===== src/link_param_pkg.sv =====
// Function
// CS code 2 upper two, 3 all
// CS code 0 none, 1 uppermost only
// N holds resolution-1, 7..16, resets 16
// N' codes 8/12/16 bits, resets 16
// S read-only [4:0], minus one, reset 0
// HD read-only bit 7, reset 0
// CF read-only [4:0], direct, reset 0
// lane checksum is parameter sum mod 256
// lane 0 checksum read-only, reads c3 at reset
// subclass [7:5]: 000 sc0, 001 sc1, reset 1
// reserved bits read-only, read reset value
//
// constants of the transmit link parameter register bank
// assumes word-indexed registers behind an ahb-lite slave
package link_param_pkg;
    // ========================================================
    // register indices (byte address is four times the index)
    localparam logic [10:0] IDX_CS_N = 11'h58f;
    localparam logic [10:0] IDX_SUBCLASS_NP = 11'h590;
    localparam logic [10:0] IDX_SAMPLES = 11'h591;
    localparam logic [10:0] IDX_HD_CF = 11'h592;
    localparam logic [10:0] IDX_CHK0 = 11'h5a0;
    // ========================================================
    // field positions
    localparam int CS_LSB = 6;
    localparam int RSVD_CS_BIT = 5;
    localparam int SUBCLASS_LSB = 5;
    localparam int HD_BIT = 7;
    localparam int VER_LSB = 5;
    // ========================================================
    // reset values
    localparam logic [1:0] RST_CS = 2'h0;
    localparam logic [4:0] RST_RES = 5'h0f;
    localparam logic [2:0] RST_SUBCLASS = 3'h1;
    localparam logic [4:0] RST_NP = 5'h0f;
    localparam logic [7:0] RST_CHK0 = 8'hc3;
    localparam logic [2:0] RST_VER = 3'h1;
    // ========================================================
    // field encodings
    localparam logic [1:0] CS_NONE = 2'h0;
    localparam logic [1:0] CS_TOP = 2'h1;
    localparam logic [1:0] CS_TOP_TWO = 2'h2;
    localparam logic [1:0] CS_ALL = 2'h3;
    localparam logic [4:0] RES_MIN = 5'h06;
    localparam logic [4:0] RES_MAX = 5'h0f;
    localparam logic [4:0] NP_8 = 5'h07;
    localparam logic [4:0] NP_12 = 5'h0b;
    localparam logic [4:0] NP_16 = 5'h0f;
    localparam logic [2:0] SUBCLASS_0 = 3'h0;
    localparam logic [2:0] SUBCLASS_1 = 3'h1;
    // ========================================================
    // bus encodings
    localparam logic [1:0] HTRANS_NONSEQ = 2'h2;
    localparam logic [2:0] HSIZE_WORD = 3'h2;
    localparam int NUM_TERMS = 16;
    typedef enum logic [1:0]
    {
        BUS_IDLE = 2'b00,
        BUS_WRITE = 2'b01,
        BUS_READ = 2'b10,
        BUS_RDATA = 2'b11
    } bus_state_t;
endpackage


===== src/link_fields_if.sv =====
// link configuration fields carried from register bank to checksum
// assumes one clock domain; plain wires, no protocol
`timescale 1ns/10ps
interface link_fields_if;
    logic [7:0] terms [link_param_pkg::NUM_TERMS]; // one octet per field
    logic [7:0] sum; // sum modulo 256
    modport src
    (
        output terms,
        input sum
    );
    modport sink
    (
        input terms,
        output sum
    );
endinterface


===== src/serial_link_param_regs.sv =====
// transmit link parameter registers with ahb-lite slave port
// assumes link fields outside this bank come from same-clock logic
//
// The AHB-Lite interface to the registers was decided locally.
`timescale 1ns/10ps
module serial_link_param_regs
#(
    parameter int ADDR_W = 32
)
(
    input wire logic i_core_clk,
    input wire logic i_rst,
    // ahb-lite slave
    input wire logic i_hsel,
    input wire logic [ADDR_W-1:0] i_haddr,
    input wire logic [1:0] i_htrans,
    input wire logic i_hwrite,
    input wire logic [2:0] i_hsize,
    input wire logic [31:0] i_hwdata,
    input wire logic i_hready,
    output logic [31:0] o_hrdata,
    output logic o_hreadyout,
    output logic o_hresp,
    // link fields owned elsewhere, same clock
    input wire logic [7:0] i_dev_id,
    input wire logic [3:0] i_bank_id,
    input wire logic [4:0] i_lane0_id,
    input wire logic i_scramble,
    input wire logic [4:0] i_lanes_m1,
    input wire logic [7:0] i_octets_m1,
    input wire logic [4:0] i_frames_m1,
    input wire logic [7:0] i_conv_m1,
    input wire logic [4:0] i_samples_m1,
    input wire logic i_high_density,
    input wire logic [4:0] i_ctrl_words,
    // configuration towards the link layer
    output logic [1:0] o_ctrl_bits,
    output logic [4:0] o_resolution_m1,
    output logic [2:0] o_subclass,
    output logic [4:0] o_sample_bits_m1,
    output logic [7:0] o_lane0_checksum
);
    import link_param_pkg::*;
    // ========================================================
    // elaboration checks
    if (ADDR_W < 13)
    begin : g_addr_check
        $error("address too narrow for the register indices");
    end

    // ========================================================
    // state
    bus_state_t state; // bus phase tracker
    logic [10:0] cur_idx; // index latched in address phase
    logic cur_hit; // latched address is inside the decoded window and the access is word-sized
    logic accept; // address phase taken this edge
    logic hit; // address phase targets the decoded window
    logic [1:0] cs; // control bits per sample
    logic [4:0] res_m1; // converter resolution minus one
    logic [2:0] subclass; // subclass selection
    logic [4:0] np_m1; // bits per sample minus one
    logic [4:0] samples_m1; // read-only sample count copy
    logic hd; // read-only high density copy
    logic [4:0] cf; // read-only control word copy
    logic [7:0] chk0; // lane 0 checksum copy
    logic [31:0] next_rdata; // read mux result
    logic wr_cs_n; // write commit to the cs/n register
    logic wr_sc_np; // write commit to the subclass/n' register
    link_fields_if fields ();

    // ========================================================
    // address decode
    // upper address bits must be zero so aliases never hit
    assign hit = (i_haddr[ADDR_W-1:13] == '0);
    assign accept = i_hsel && i_hready && (i_htrans == HTRANS_NONSEQ);
    assign wr_cs_n = (state == BUS_WRITE) && cur_hit
        && (cur_idx == IDX_CS_N);
    assign wr_sc_np = (state == BUS_WRITE) && cur_hit
        && (cur_idx == IDX_SUBCLASS_NP);

    // ========================================================
    // bus phase tracker
    // reads take one wait state so a write just before is seen
    always_ff @(posedge i_core_clk)
    begin
        if (i_rst)
        begin
            state <= BUS_IDLE;
            cur_idx <= 11'h000;
            cur_hit <= 1'b0;
        end
        else
        begin
            unique case (state)
                BUS_READ: state <= BUS_RDATA; // data loads now
                BUS_IDLE, BUS_WRITE, BUS_RDATA:
                begin
                    if (accept)
                    begin
                        state <= i_hwrite ? BUS_WRITE : BUS_READ;
                        cur_idx <= i_haddr[12:2];
                        cur_hit <= hit && (i_hsize == HSIZE_WORD);
                    end
                    else
                    begin
                        state <= BUS_IDLE;
                    end
                end
            endcase
        end
    end

    // ========================================================
    // ready and response
    // response is always okay; unmapped reads give zero
    always_ff @(posedge i_core_clk)
    begin
        if (i_rst)
        begin
            o_hreadyout <= 1'b1;
            o_hresp <= 1'b0;
        end
        else
        begin
            o_hresp <= 1'b0;
            if (state != BUS_READ && accept && !i_hwrite)
            begin
                o_hreadyout <= 1'b0; // one wait state on reads
            end
            else
            begin
                o_hreadyout <= 1'b1;
            end
        end
    end

    // ========================================================
    // read mux
    // reserved bits are constants, so writes cannot touch them
    always_comb
    begin
        next_rdata = 32'h0000_0000;
        if (cur_hit)
        begin
            unique case (cur_idx)
                IDX_CS_N:
                begin
                    next_rdata[CS_LSB +: 2] = cs;
                    next_rdata[RSVD_CS_BIT] = 1'b0;
                    next_rdata[4:0] = res_m1;
                end
                IDX_SUBCLASS_NP:
                begin
                    next_rdata[SUBCLASS_LSB +: 3] = subclass;
                    next_rdata[4:0] = np_m1;
                end
                IDX_SAMPLES:
                begin
                    next_rdata[VER_LSB +: 3] = RST_VER;
                    next_rdata[4:0] = samples_m1;
                end
                IDX_HD_CF:
                begin
                    next_rdata[HD_BIT] = hd;
                    next_rdata[4:0] = cf;
                end
                IDX_CHK0:
                begin
                    next_rdata[7:0] = chk0;
                end
                default: next_rdata = 32'h0000_0000; // unmapped
            endcase
        end
    end

    // ========================================================
    // read data register
    // held until the next read so the master may sample late
    always_ff @(posedge i_core_clk)
    begin
        if (i_rst)
        begin
            o_hrdata <= 32'h0000_0000;
        end
        else if (state == BUS_READ)
        begin
            o_hrdata <= next_rdata;
        end
    end

    // ========================================================
    // cs and resolution register
    // out-of-range resolution codes are dropped, old value kept
    always_ff @(posedge i_core_clk)
    begin
        if (i_rst)
        begin
            cs <= RST_CS;
            res_m1 <= RST_RES;
        end
        else if (wr_cs_n)
        begin
            cs <= i_hwdata[CS_LSB +: 2];
            if (i_hwdata[4:0] >= RES_MIN && i_hwdata[4:0] <= RES_MAX)
            begin
                res_m1 <= i_hwdata[4:0];
            end
        end
    end

    // ========================================================
    // subclass and bits-per-sample register
    // unlisted codes are dropped to keep the link consistent
    always_ff @(posedge i_core_clk)
    begin
        if (i_rst)
        begin
            subclass <= RST_SUBCLASS;
            np_m1 <= RST_NP;
        end
        else if (wr_sc_np)
        begin
            if (i_hwdata[SUBCLASS_LSB +: 3] == SUBCLASS_0
                || i_hwdata[SUBCLASS_LSB +: 3] == SUBCLASS_1)
            begin
                subclass <= i_hwdata[SUBCLASS_LSB +: 3];
            end
            if (i_hwdata[4:0] == NP_8 || i_hwdata[4:0] == NP_12
                || i_hwdata[4:0] == NP_16)
            begin
                np_m1 <= i_hwdata[4:0];
            end
        end
    end

    // ========================================================
    // read-only status copies
    // writes to these indices fall through without effect
    always_ff @(posedge i_core_clk)
    begin
        if (i_rst)
        begin
            samples_m1 <= 5'h00;
            hd <= 1'b0;
            cf <= 5'h00;
        end
        else
        begin
            samples_m1 <= i_samples_m1;
            hd <= i_high_density;
            cf <= i_ctrl_words;
        end
    end

    // ========================================================
    // checksum terms, one octet per lane 0 field
    assign fields.terms[0] = i_dev_id;
    assign fields.terms[1] = {4'h0, i_bank_id};
    assign fields.terms[2] = {3'h0, i_lane0_id};
    assign fields.terms[3] = {7'h00, i_scramble};
    assign fields.terms[4] = {3'h0, i_lanes_m1};
    assign fields.terms[5] = i_octets_m1;
    assign fields.terms[6] = {3'h0, i_frames_m1};
    assign fields.terms[7] = i_conv_m1;
    assign fields.terms[8] = {3'h0, res_m1};
    assign fields.terms[9] = {6'h00, cs};
    assign fields.terms[10] = {3'h0, np_m1};
    assign fields.terms[11] = {5'h00, subclass};
    assign fields.terms[12] = {3'h0, samples_m1};
    assign fields.terms[13] = {5'h00, RST_VER};
    assign fields.terms[14] = {7'h00, hd};
    assign fields.terms[15] = {3'h0, cf};

    link_checksum u_checksum
    (
        .fields(fields)
    );

    // ========================================================
    // checksum register, recomputed every cycle after reset
    always_ff @(posedge i_core_clk)
    begin
        if (i_rst)
        begin
            chk0 <= RST_CHK0;
        end
        else
        begin
            chk0 <= fields.sum;
        end
    end

    // ========================================================
    // configuration outputs, registered copies one cycle behind the registers
    always_ff @(posedge i_core_clk)
    begin
        if (i_rst)
        begin
            o_ctrl_bits <= RST_CS;
            o_resolution_m1 <= RST_RES;
            o_subclass <= RST_SUBCLASS;
            o_sample_bits_m1 <= RST_NP;
            o_lane0_checksum <= RST_CHK0;
        end
        else
        begin
            o_ctrl_bits <= cs;
            o_resolution_m1 <= res_m1;
            o_subclass <= subclass;
            o_sample_bits_m1 <= np_m1;
            o_lane0_checksum <= chk0;
        end
    end
endmodule


===== src/link_checksum.sv =====
// modulo-256 sum of the lane configuration fields
// assumes fields arrive already aligned to the low bits
`timescale 1ns/10ps
module link_checksum
(
    link_fields_if.sink fields
);
    import link_param_pkg::*;
    // ========================================================
    // sum of all fields, the carry out of bit 7 is dropped
    always_comb
    begin
        logic [7:0] acc;
        acc = 8'h00;
        for (int t = 0; t < NUM_TERMS; t++)
        begin
            acc = acc + fields.terms[t]; // wraps modulo 256
        end
        fields.sum = acc;
    end
endmodule


===== config.mk =====
export PLATFORM = sky130hd
export DESIGN_NAME = serial_link_param_regs
export DESIGN_NICKNAME = d
export VERILOG_FILES = /design/src/link_param_pkg.sv /design/src/link_fields_if.sv /design/src/serial_link_param_regs.sv /design/src/link_checksum.sv
export SDC_FILE = /design/constraint.sdc
export NUM_CORES = 1
export LEC_CHECK = 0
export BUFFER_PORTS_ARGS = -buffer_cell sky130_fd_sc_hd__buf_2
export CORE_MARGIN = 3
export CORE_UTILIZATION = 36
export CTS_BUF_LIST = sky130_fd_sc_hd__clkbuf_4 sky130_fd_sc_hd__clkbuf_8
export CTS_CLUSTER_DIAMETER = 30
export DETAILED_ROUTE_END_ITERATION = 10
export PLACE_DENSITY = 0.67
export SKIP_CTS_REPAIR_TIMING = 1
export SYNTH_ARGS = -nofsm -noshare
export SYNTH_HDL_FRONTEND = slang
export SYNTH_SLANG_ARGS = --single-unit

===== constraint.sdc =====
create_clock -name i_core_clk -period 9.6 [get_ports i_core_clk]
set_input_delay 0.96 -clock i_core_clk [delete_from_list [all_inputs] [get_ports i_core_clk]]
set_output_delay 0.96 -clock i_core_clk [all_outputs]
set_load 0.01 [all_outputs]

# == Word level (Yosys, flattened, before mapping) ==
# Cells that the tools add are included.
# Widths: inputs -> output; s select.
# op_classes
eq_ne,15
reduce_logical,21
n_lt_le_gt_ge,2
add_sub_neg,15
muxes,8
# ops
op,n
$add 8x5->8,7
$eq 11x11->1 const B,5
$pmux 5 s5,1
$logic_not 19->1,1
$add 8x1->8,2
$add 8x8->8,2
$eq 5x4->1 const B,2
$logic_and 1x1->1,9
$add 8x1->8 const B,1
$add 8x2->8,1
$add 8x3->8,1
$add 8x4->8,1
$mux 8,1
$pmux 2 s4,1
$reduce_and 2->1,4
$eq 2x2->1 const B,3
$eq 5x3->1 const B,1
$ge 5x3->1 const B,1
$le 5x4->1 const B,1
$mux 2,2
$pmux 1 s4,1
$pmux 2 s2,1
$eq 3x1->1 const B,1
$eq 3x2->1 const B,1
other kinds (8),10
# word_totals
inputBits,129
out_inout_bits,57
register_bits,104
elab_cells,79

# == Depth between registers and ports, before layout ==
# Gate-level depths: netlist of run 1.
# logic_depth
ltp_word,15
ltp_mapped,16

# == By module ==
# Synthesis of run 1 repeated with hierarchy kept, for this count alone.
# unflattened
cells_unflattened,622
area_unflattened_um2,5965.7
# modules_own_cells
mod,seq_area_each_um2,area_each_um2,cells_each,n_inst
serial_link_param_regs,1601.5,3245.6,354,1
link_checksum,0.0,2720.1,268,1

# == Worst setup path before layout of run 1 ==
# Ideal clock, no wire load.
# synth_path
path_kind,input port to flip-flop
startpoint,in i_dev_id[2]
endpoint,reg chk0[6]
required_ps,9476
path_slack_ps,4765
path_buffers,0
t_arrival_ps,4710
cell_stages,16
path_cell_list,inv_1 -> fa_1 -> inv_1 -> fa_1 -> fa_1 -> fa_1 -> inv_1 -> fa_1 -> inv_1 -> ha_1 -> inv_1 -> fa_1 -> nor2b_1 -> o21ai_0 -> a21boi_0 -> o21ai_0
# synth_via
elab_chain_cells,15
# synth_lines
element,line,source
start: declaration,serial_link_param_regs.sv:25,"input wire logic [7:0] i_dev_id,"
$add 8x4->8,link_checksum.sv:17,acc = acc + fields.terms[t];
$add 8x5->8,link_checksum.sv:17,
$add 8x1->8,link_checksum.sv:17,
$add 8x5->8,link_checksum.sv:17,
$add 8x8->8,link_checksum.sv:17,
$add 8x5->8,link_checksum.sv:17,
$add 8x8->8,link_checksum.sv:17,
$add 8x5->8,link_checksum.sv:17,
$add 8x2->8,link_checksum.sv:17,
$add 8x5->8,link_checksum.sv:17,
$add 8x3->8,link_checksum.sv:17,
$add 8x5->8,link_checksum.sv:17,
$add 8x1->8 (2 in series),link_checksum.sv:17,
$add 8x5->8,link_checksum.sv:17,
end signal: assignment,serial_link_param_regs.sv:289,chk0 <= fields.sum;
end: declaration,serial_link_param_regs.sv:65,logic [7:0] chk0;
# No other way between the ends.
# A chain may end at the register's enable or synchronous reset.

# == Worst setup path after layout of run 1 ==
# Ends and elaborated chain as after synthesis.

==> results.md, run 1 <==
* Status: complete, no violations
* Routed vias/inst at around 4.7
* Share of cells above drive strength 1 at 26.7%
* Yosys reg bits at 80
* Worst r2r src: res_m1[2]
* Largest fanout on the critical path at 3
* Vias in the first global route at 4044
* GR Layer Usage met3 at 5.52%
* First-pass GRT wire length at roughly 19000 um
* Clock latency on the worst-skew pair at ~0.36 ns
* Fraction of the cycle the final worst path needs at between 50% and 60%
* Fmax at around 200 MHz
* Hold WC Path Type: register to register
* Pwr Density at 210 mW/mm2
* Area contributors post-synth: dfxtp_1 (33%), fa_1 (22%), inv_1 (7.0%), buf_4 (3.9%), nand3_1 (3.7%)
* CTS tree: built
* CP Launch Point: i_dev_id[2]
* IO buf count at roughly 130
* Placer Congestion at around 0.85
* Avg WL per Cell at 14.5 um
* Die width at approximately 120 um
* Syn Area/Cell at 9.48 um2
* Met1 usage at 19.7%
* Initial antenna violation count at 0
* Worst Path Arrival at 5.09 ns
* CTS buffer count at 9
* DRC at 0
* 1st-iter DRT viols at just under 200
* Reg clk slew, reported paths at approximately 0.09 ns
* Final setup TNS at 0 ns
* Remaining global-route overflow at 0
* Drt pass-1 iters at 5
* Cell accounting for the most synthesized area: dfxtp_1
* Fin worst setup slack at about 4.7 ns
* Total GRT Usage at ~17%
* Setup crit end kind: register
* Core area at 0.0129 mm2
* CTS sink cnt at 80
* GR peak layer: met2
* Post-synth design cell area at 0.00482 mm2
* Pin count of the biggest net entering global routing at 62
* Post-synthesis sequential area ratio at between 30% and 40%
* Final hold viol count at 0
* Final WL at approximately 12000 um
* Setup CP Type: input port to register
* Hold path cells at 2
* Vias at just under 4000
* Final setup fails at 0
* Startpoint types: input port
* Max H-tree Level at 3
* Final min period at slightly below 5 ns
* Post-synth top area share at about a third
* Hold_sp: o_hrdata[5]
* Area grow syn2layout at 20.1%
* Peak VDD IR at roughly 0.14 mV
* Max_cap viols at 0
* CTS Buffer Depth at 2
* Clock skew at 0.0125 ns
* Die H at 122 um
* Max-slew headroom at between 30% and 40%
* Leak at around 0.0027 uW
* Primary FF master, synth: dfxtp_1
* Top cells by count, synth: inv_1 (90), dfxtp_1 (80), fa_1 (52), nand3_1 (36), nand2_1 (30)
* Final layout net count at 834
* RSZ-0062 raised after global routing: no
* Die area at ~0.015 mm2
* EDFF count, synth at 0
* Post-detail-place hpwl at about 9700 um
* Worst reg2reg setup slack at 5.15 ns
* Hold worst-path end: o_hrdata[5]
* Total Power at approximately 1200 uW
* GRT met2 Usage at between 20% and 30%
* Pre-CTS setup slack at ~4.4 ns
* Cell count after synthesis at 509
* Yosys warnings at 0
* Slew @ Worst Pin at between 1 and 1.5 ns
* IO Pins at around 190
* Row cnt at 41
* Clock root cell: clkbuf_8
* Max-slew violation count at 0
* N_diodes at 0
* Worst EP required at between 9 and 10 ns
* Top-count cell post-synth: inv_1
* Distinct cell type count after synthesis at between 50 and 60
* Detail Route Antenna Nets at 0
* Fraction of registers with async set/reset at 0%
* Initial Util at 37.5%
* Reg2reg path depth at 14
* Reg-to-Reg End: chk0[6]
* WHS at between 0.4 and 0.5 ns
[cell usage in the layout (no fill, tap or decap), types with 15 or more instances in the layout]
cell / count
a21oi_1: 18
buf_2: 134
conb_1: 25
dfxtp_1: 80
fa_1: 52
inv_1: 90
nand2_1: 30
nand3_1: 36
nor2_1: 15
nor2b_1: 27
[sequential cells by signal, indices dropped and copies added, names as in the netlist, 2 cells and up]
| signal | cells |
|---|---|
| cf | 5 |
| o_lane0_checksum | 8 |
| subclass | 3 |
| o_ctrl_bits | 2 |
| chk0 | 8 |
| np_m1 | 5 |
| cur_idx | 11 |
| samples_m1 | 5 |
| cs | 2 |
| o_sample_bits_m1 | 5 |
| o_resolution_m1 | 5 |
| o_subclass | 3 |
| state | 2 |
| res_m1 | 5 |
| o_hrdata | 8 |
[kinds of logic after synthesis]
group	share of synthesized area, %
muxes	0.207
AOI/OAI and AO/OA	7.21
other	0.0777
adders and majority gates	24.9
and+or+nand+nor	20.6
xor gates and xnor gates	1.27
DFF	33.2
buffers and inverters	12.4
[per-layer routing]
metal / vias up / part of all wire (%)
li1: 1856 / -
met3: 22 / 8.7
met2: 166 / 51
met4: 0 / 2.2
met5: - / 0
met1: 1822 / 38
[layout make-up]
type                       count  area, um2
clock buffer                  12        165
inverter                      90        338
clock inverter                 4       75.1
timing repair buffer         136        686
multi-input combinational    323       2710
fill                        1258       7080
tap                          172        215
sequential                    80       1600
[per-stage QoR]
stage          utilization (%)  area (um2)  std cells
6_report                  45.0        5790        817
5_1_grt                   45.0        5790        817
4_1_cts                   45.0        5790        817
3_5_place_dp              43.1        5550        801
3_3_place_gp              43.1        5550        801
2_1_floorplan                -        4910        533
[power breakdown]
| part | leakage, uW | switching, uW | total (uW) | internal, uW |
|---|---|---|---|---|
| logic | 0.00193 | 300 | 553 | 253 |
| clock network | 0.000115 | 121 | 289 | 168 |
| registers | 0.000652 | 14.3 | 375 | 361 |
| total | 0.00270 | 435 | 1220 | 781 |
[worst max-delay path by stage]
stage,slack (ns),to,depth (start not counted)
6_report,4.74,chk0[6],17
5_1_grt,4.47,chk0[6],17
4_1_cts,4.74,chk0[6],17
3_5_place_dp,4.35,chk0[6],17
3_3_place_gp,4.44,chk0[6],17
2_1_floorplan,4.77,chk0[6],16
[critical path, cell delays in order]
cell and delay [ns]:
buf_2 0.07, inv_1 0.04, fa_1 0.52, inv_1 0.05, fa_1 0.50, fa_1 0.53
fa_1 0.56, inv_1 0.06, fa_1 0.47, inv_1 0.08, ha_1 0.22, inv_1 0.07
fa_1 0.39, nor2b_1 0.16, o21ai_0 0.11, a21boi_0 0.17, o21ai_0 0.10
Note: power is estimated with default switching activity, not from simulation.
==> run 2, diff against run 1 <==
--- a/config.mk
+++ b/config.mk
@@ -11,7 +11,7 @@
 export CTS_BUF_LIST = sky130_fd_sc_hd__clkbuf_4 sky130_fd_sc_hd__clkbuf_8
 export CTS_CLUSTER_DIAMETER = 30
 export DETAILED_ROUTE_END_ITERATION = 10
-export PLACE_DENSITY = 0.67
+export PLACE_DENSITY = 0.69
 export SKIP_CTS_REPAIR_TIMING = 1
 export SYNTH_ARGS = -nofsm -noshare
 export SYNTH_HDL_FRONTEND = slang
==> constraint.sdc (replaced) <==
create_clock -name i_core_clk -period 4.15 [get_ports i_core_clk]
set_input_delay 0.415 -clock i_core_clk [delete_from_list [all_inputs] [get_ports i_core_clk]]
set_output_delay 0.415 -clock i_core_clk [all_outputs]
set_load 0.01 [all_outputs]
==> results.md, run 2 (synthesis gave the netlist of run 1 again) <==
* DRC at 0 (unchanged)
* Peak VDD IR at 0.342 mV (+150%)
* Setup crit end kind: register
* Fin worst setup slack at 0.0430 ns (-4.69 ns)
* Hold WC Path Type: input port to register
* Reg clk slew, reported paths at 0.09 ns (about the same)
* IO Pins at 186 (unchanged)
* Most frequent cells in the layout: buf_2 (134), inv_1 (87), dfxtp_1 (72), fa_1 (48), nand3_1 (36)
* Slowest stage cell, crit path: fa_1
* Pwr Density at 516 mW/mm2 (+150%)
* Hold path cells at 2 (unchanged)
* Placer Congestion at 0.854 (+0.70%)
* Setup CP Type: register to register
* Worst Path Arrival at 4.34 ns (-0.75 ns)
* Final setup fails at 0 (unchanged)
* Share of cells above drive strength 1 at 31.1% (+4.4 points)
* Vias at 3892 (+0.67%)
* Final WL at 12100 um (+1.9%)
* Initial antenna violation count at 0 (unchanged)
* Post-detail-place hpwl at 9890 um (+2.0%)
* Clock skew at 0.0188 ns (+0.00627 ns)
* Row cnt at 41 (unchanged)
* Final layout net count at 845 (+1.3%)
* CP Cell Sequence: fa_1, fa_1, fa_1, fa_1, inv_1, fa_1, inv_2, ha_4, inv_2, fa_2, nor2b_4, o21ai_2, a21boi_1, o21ai_1
* Die area at 0.0148 mm2 (unchanged)
* Remaining global-route overflow at 0 (unchanged)
* Non-filler cells, final at 828 (+1.3%)
* Crit-path most repeated cell: fa_1
* Worst EP required at 4.38 ns (-5.45 ns)
* CP bufs+invs at 3 (-3)
* 1st-iter DRT viols at 178 (-11%)
* Max-slew headroom at 28.8% (-3.3 points)
* CTS Buffer Depth at 2 (unchanged)
* RSZ-0062 raised after global routing: yes
* Post-layout util at 45.9% (+0.87 points)
* Total GRT Usage at 17.0% (+0.15 points)
* Cells after DPL at 811 (+1.2%)
* Leak at 0.00274 uW (+1.7%)
* Core area at 0.0129 mm2 (unchanged)
* CTS tree: built
* Largest fanout on the critical path at 2 (-1)
* Startpoint types: register
* IO buf count at 134 (unchanged)
* Initial Util at 37.5% (unchanged)
* Drt pass-1 iters at 5 (unchanged)
* Commonest non-fill, non-tap cell in the layout: buf_2
* Pin count of the biggest net entering global routing at 62 (unchanged)
* CP Depth at 14 (-3)
* Final setup TNS at 0 ns (unchanged)
* Status: complete, no violations
* Final min period at around 4.1 ns
* Pre-CTS setup slack at -0.370 ns (-4.72 ns)
* Max-slew violation count at 0 (unchanged)
* First-pass GRT wire length at 19700 um (+1.9%)
* Final hold viol count at 0 (unchanged)
* Die width at 122 um (unchanged)
* Fmax at 243 MHz
* Max H-tree Level at 3 (unchanged)
* Clock root cell: clkbuf_8
* Area grow syn2layout at 22.4%
* Vias in the first global route at 4135 (+2.3%)
* CTS buffer count at 9 (unchanged)
* Fraction of the cycle the final worst path needs at between 90% and 100%
* N_diodes at 0 (unchanged)
* CP delay by family, top: adder cells
* CTS sink cnt at 80 (unchanged)
* Avg WL per Cell at 14.6 um (+0.59%)
* Reg2reg path depth at 14 (unchanged)
* Detail Route Antenna Nets at 0 (unchanged)
* Clock latency on the worst-skew pair at 0.37 ns (about the same)
* Max FFs per register at 11 (unchanged)
* Die H at 122 um (unchanged)
* Max_cap viols at 0 (unchanged)
* Routed vias/inst at 4.70 (-0.66%)
* Slew @ Worst Pin at 1.07 ns (+0.0496 ns)
* Max stage delay on crit path at 0.55 ns (about the same)
* Biggest register: cur_idx
## run 2: cell count changes in the layout (fill, tap and decap cells not counted), sizes merged
cell      delta
buf         +11
bufinv       -1
clkbuf       -1
clkinv       +1
clkinvlp     -1
inv          +2
## run 2: per-stage QoR
step / hold slack [ns] / area [um2] / total power (uW)
after global placement: 0.439 / 5640 / 2250
after floorplan: 0.408 / 4920 / 1900
after detailed placement: 0.438 / 5640 / 2300
after CTS: 0.246 / 5850 / 2910
final: 0.257 / 5910 / 3050
after global routing: 0.263 / 5910 / 3330
## run 2: worst paths after layout
check / start / endpoint / slack (ns)
min: i_samples_m1[3] / samples_m1[3] / 0.26
max: res_m1[2] / chk0[6] / 0.04
min reg2reg: o_hrdata[6] / o_hrdata[6] / 0.45
max reg2reg: res_m1[2] / chk0[6] / 0.04
## run 2: area by class of cell
| cell class | count | area, um2 |
|---|---|---|
| Multi-Input combinational cell | 323 | 2760 |
| Inverter | 90 | 338 |
| Timing Repair Buffer | 147 | 768 |
| Tap cell | 172 | 215 |
| Clock buffer | 11 | 145 |
| Clock inverter | 5 | 63.8 |
| Sequential cell | 80 | 1620 |
| Fill cell | 1264 | 6970 |
## run 2: routing by layer
layer | part of all wire, % | wire length, um | GRT usage [%] | up-vias
li1 | - | - | - | 1868
met1 | 40 | 4840 | 20.5 | 1840
met2 | 50 | 6060 | 30.0 | 162
met3 | 7.2 | 873 | 4.04 | 22
met4 | 2.4 | 293 | 5.04 | 0
met5 | 0 | 0 | 0 | -
## run 2: power breakdown
part           leakage [uW]  switching [uW]  internal, uW
Combinational       0.00199             790           787
Sequential         0.000653            33.0           833
Clock              0.000104             297           307
Total               0.00274            1120          1930
==> run 3, diff against run 2 <==
--- a/config.mk
+++ b/config.mk
@@ -6,6 +6,7 @@
 export NUM_CORES = 1
 export LEC_CHECK = 0
 export BUFFER_PORTS_ARGS = -buffer_cell sky130_fd_sc_hd__buf_2
+export CAP_MARGIN = 0
 export CORE_MARGIN = 3
 export CORE_UTILIZATION = 36
 export CTS_BUF_LIST = sky130_fd_sc_hd__clkbuf_4 sky130_fd_sc_hd__clkbuf_8
==> constraint.sdc (replaced) <==
create_clock -name i_core_clk -period 4.15 [get_ports i_core_clk]
set_input_delay 0.6225 -clock i_core_clk [delete_from_list [all_inputs] [get_ports i_core_clk]]
set_output_delay 0.6225 -clock i_core_clk [all_outputs]
set_load 0.01 [all_outputs]
==> results.md, run 3 (synthesis gave the netlist of run 1 again) <==
* Status: complete, no violations
* 1st-iter DRT viols at 162 (-9.0%)
* Routed wl met2 at 6210 um (+2.6%)
* Pin count of the biggest net entering global routing at 61 (-1.6%)
* Drt pass-1 iters at 4 (-1)
* Max FFs per register at 11 (unchanged)
* Slew @ Worst Pin at 0.814 ns (-0.254 ns)
* Peak VDD IR at 0.386 mV (+13%)
* Max-slew violation count at 0 (unchanged)
* N_diodes at 0 (unchanged)
* Reg clk slew, reported paths at 0.08 ns (about the same)
* Max-slew headroom at 45.3% (+17 points)
* Worst EP required at 4.37 ns (about the same)
* Clock latency on the worst-skew pair at 0.36 ns (about the same)
* Post-layout util at 45.9% (about the same)
* Core area at 0.0129 mm2 (unchanged)
* Biggest register: cur_idx
* Final layout net count at 846 (+0.12%)
* Row cnt at 41 (unchanged)
* DRC at 0 (unchanged)
* Final min period at 4.15 ns (+0.0428 ns)
* Die width at 122 um (unchanged)
* Share of cells above drive strength 1 at 30.0% (-1.1 points)
* IO buf count at 134 (unchanged)
* Max H-tree Level at 3 (unchanged)
* Most frequent cells in the layout: buf_2 (134), inv_1 (87), dfxtp_1 (80), fa_1 (47), nand3_1 (36)
* First-pass GRT wire length at 19100 um (-3.3%)
* Vias at 3884 (-0.21%)
* Met3 Routed Length at 938 um (+7.4%)
* WHS at 0.472 ns (+0.215 ns)
* Setup CP Type: input port to register
* Metal-1 WL at 4500 um (-7.0%)
* Final hold viol count at 0 (unchanged)
* Avg WL per Cell at 14.4 um (-1.1%)
* Final setup fails at 0 (unchanged)
* Max_cap viols at 0 (unchanged)
* Commonest non-fill, non-tap cell in the layout: buf_2
* Startpoint types: input port
* Vias in the first global route at 3909 (-5.5%)
* Initial antenna violation count at 0 (unchanged)
* Placer Congestion at 0.861 (+0.81%)
* CTS Buffer Depth at 2 (unchanged)
* RSZ-0062 raised after global routing: yes
* Final WL at 11900 um (-1.1%)
* Worst Path Arrival at 4.37 ns (+0.03 ns)
* CTS sink cnt at 80 (unchanged)
* Remaining global-route overflow at 0 (unchanged)
* Die area at 0.0148 mm2 (unchanged)
* Clock skew at 0.00681 ns (-0.0120 ns)
* IO Pins at 186 (unchanged)
* Post-detail-place hpwl at 9750 um (-1.4%)
* Die H at 122 um (unchanged)
* Clock root cell: clkbuf_8
* Leak at 0.00275 uW (+0.14%)
* Detail Route Antenna Nets at 0 (unchanged)
* CTS tree: built
* Top routing layer in use: met4
* Routed vias/inst at 4.69 (-0.21%)
* Largest fanout on the critical path at 2 (unchanged)
* Pwr Density at 531 mW/mm2 (+2.9%)
* CTS buffer count at 9 (unchanged)
* Hold WC Path Type: register to register
* Setup crit end kind: register
* Fraction of the cycle the final worst path needs at 100% (+1.0 points)
* Area grow syn2layout at 22.5% (about the same)
* Initial Util at 37.5% (unchanged)
* Fmax at 241 MHz (-1.0%)
* Total GRT Usage at 16.5% (-0.42 points)
[run 3: worst max-delay path, cell delays in order]
cell and delay (ns):
buf_2 0.07, inv_1 0.04, fa_1 0.52, inv_1 0.05, fa_1 0.58, fa_1 0.44, fa_1 0.49, inv_1 0.05
fa_1 0.44, inv_2 0.08, ha_4 0.14, inv_2 0.04, fa_2 0.34, nor2b_2 0.16, o21ai_2 0.08, a21boi_1 0.14
o21ai_1 0.07
[run 3: through the flow]
step | instance area [um2] | setup TNS, ns | setup WS [ns] | power, uW | std cells
global route | 5910 | -0.193 | -0.135 | 3390 | 828
CTS | 5890 | 0 | 0.00765 | 3050 | 828
detailed placement | 5690 | -1.16 | -0.372 | 2450 | 813
global placement | 5690 | -0.968 | -0.312 | 2400 | 813
floorplan | 4960 | -0.0893 | -0.0893 | 2000 | 533
finish | 5910 | 0 | 0.000234 | 3140 | 828
[run 3: layout make-up]
class                   count  area [um2]
fillers                  1247        6970
multi-input cells         323        2770
flip-flops and latches     80        1600
repair buffers            148         776
inverters                  90         338
well taps                 172         215
clock buffers              11         151
clock inverters             4        52.6
[run 3: path summary, 6_finish.rpt]
| check | cells after the start | slack [ns] | start | to |
|---|---|---|---|---|
| hold / removal | 2 | 0.47 | o_hrdata[6] | o_hrdata[6] |
| setup reg to reg | 14 | 0.05 | subclass[2] | chk0[6] |
| setup / recovery | 17 | 0.0002 | i_dev_id[2] | chk0[6] |
| hold reg to reg | 2 | 0.47 | o_hrdata[6] | o_hrdata[6] |
[run 3: layer usage]
| metal | track usage (%) | up-vias |
|---|---|---|
| met4 | 7.07 | 0 |
| met5 | 0 | - |
| li1 | - | 1876 |
| met3 | 3.95 | 19 |
| met2 | 28.3 | 141 |
| met1 | 19.9 | 1848 |
[run 3: power breakdown]
group          internal, uW  switching [uW]
combinational           858             815
clock                   310             285
sequential              834            35.1
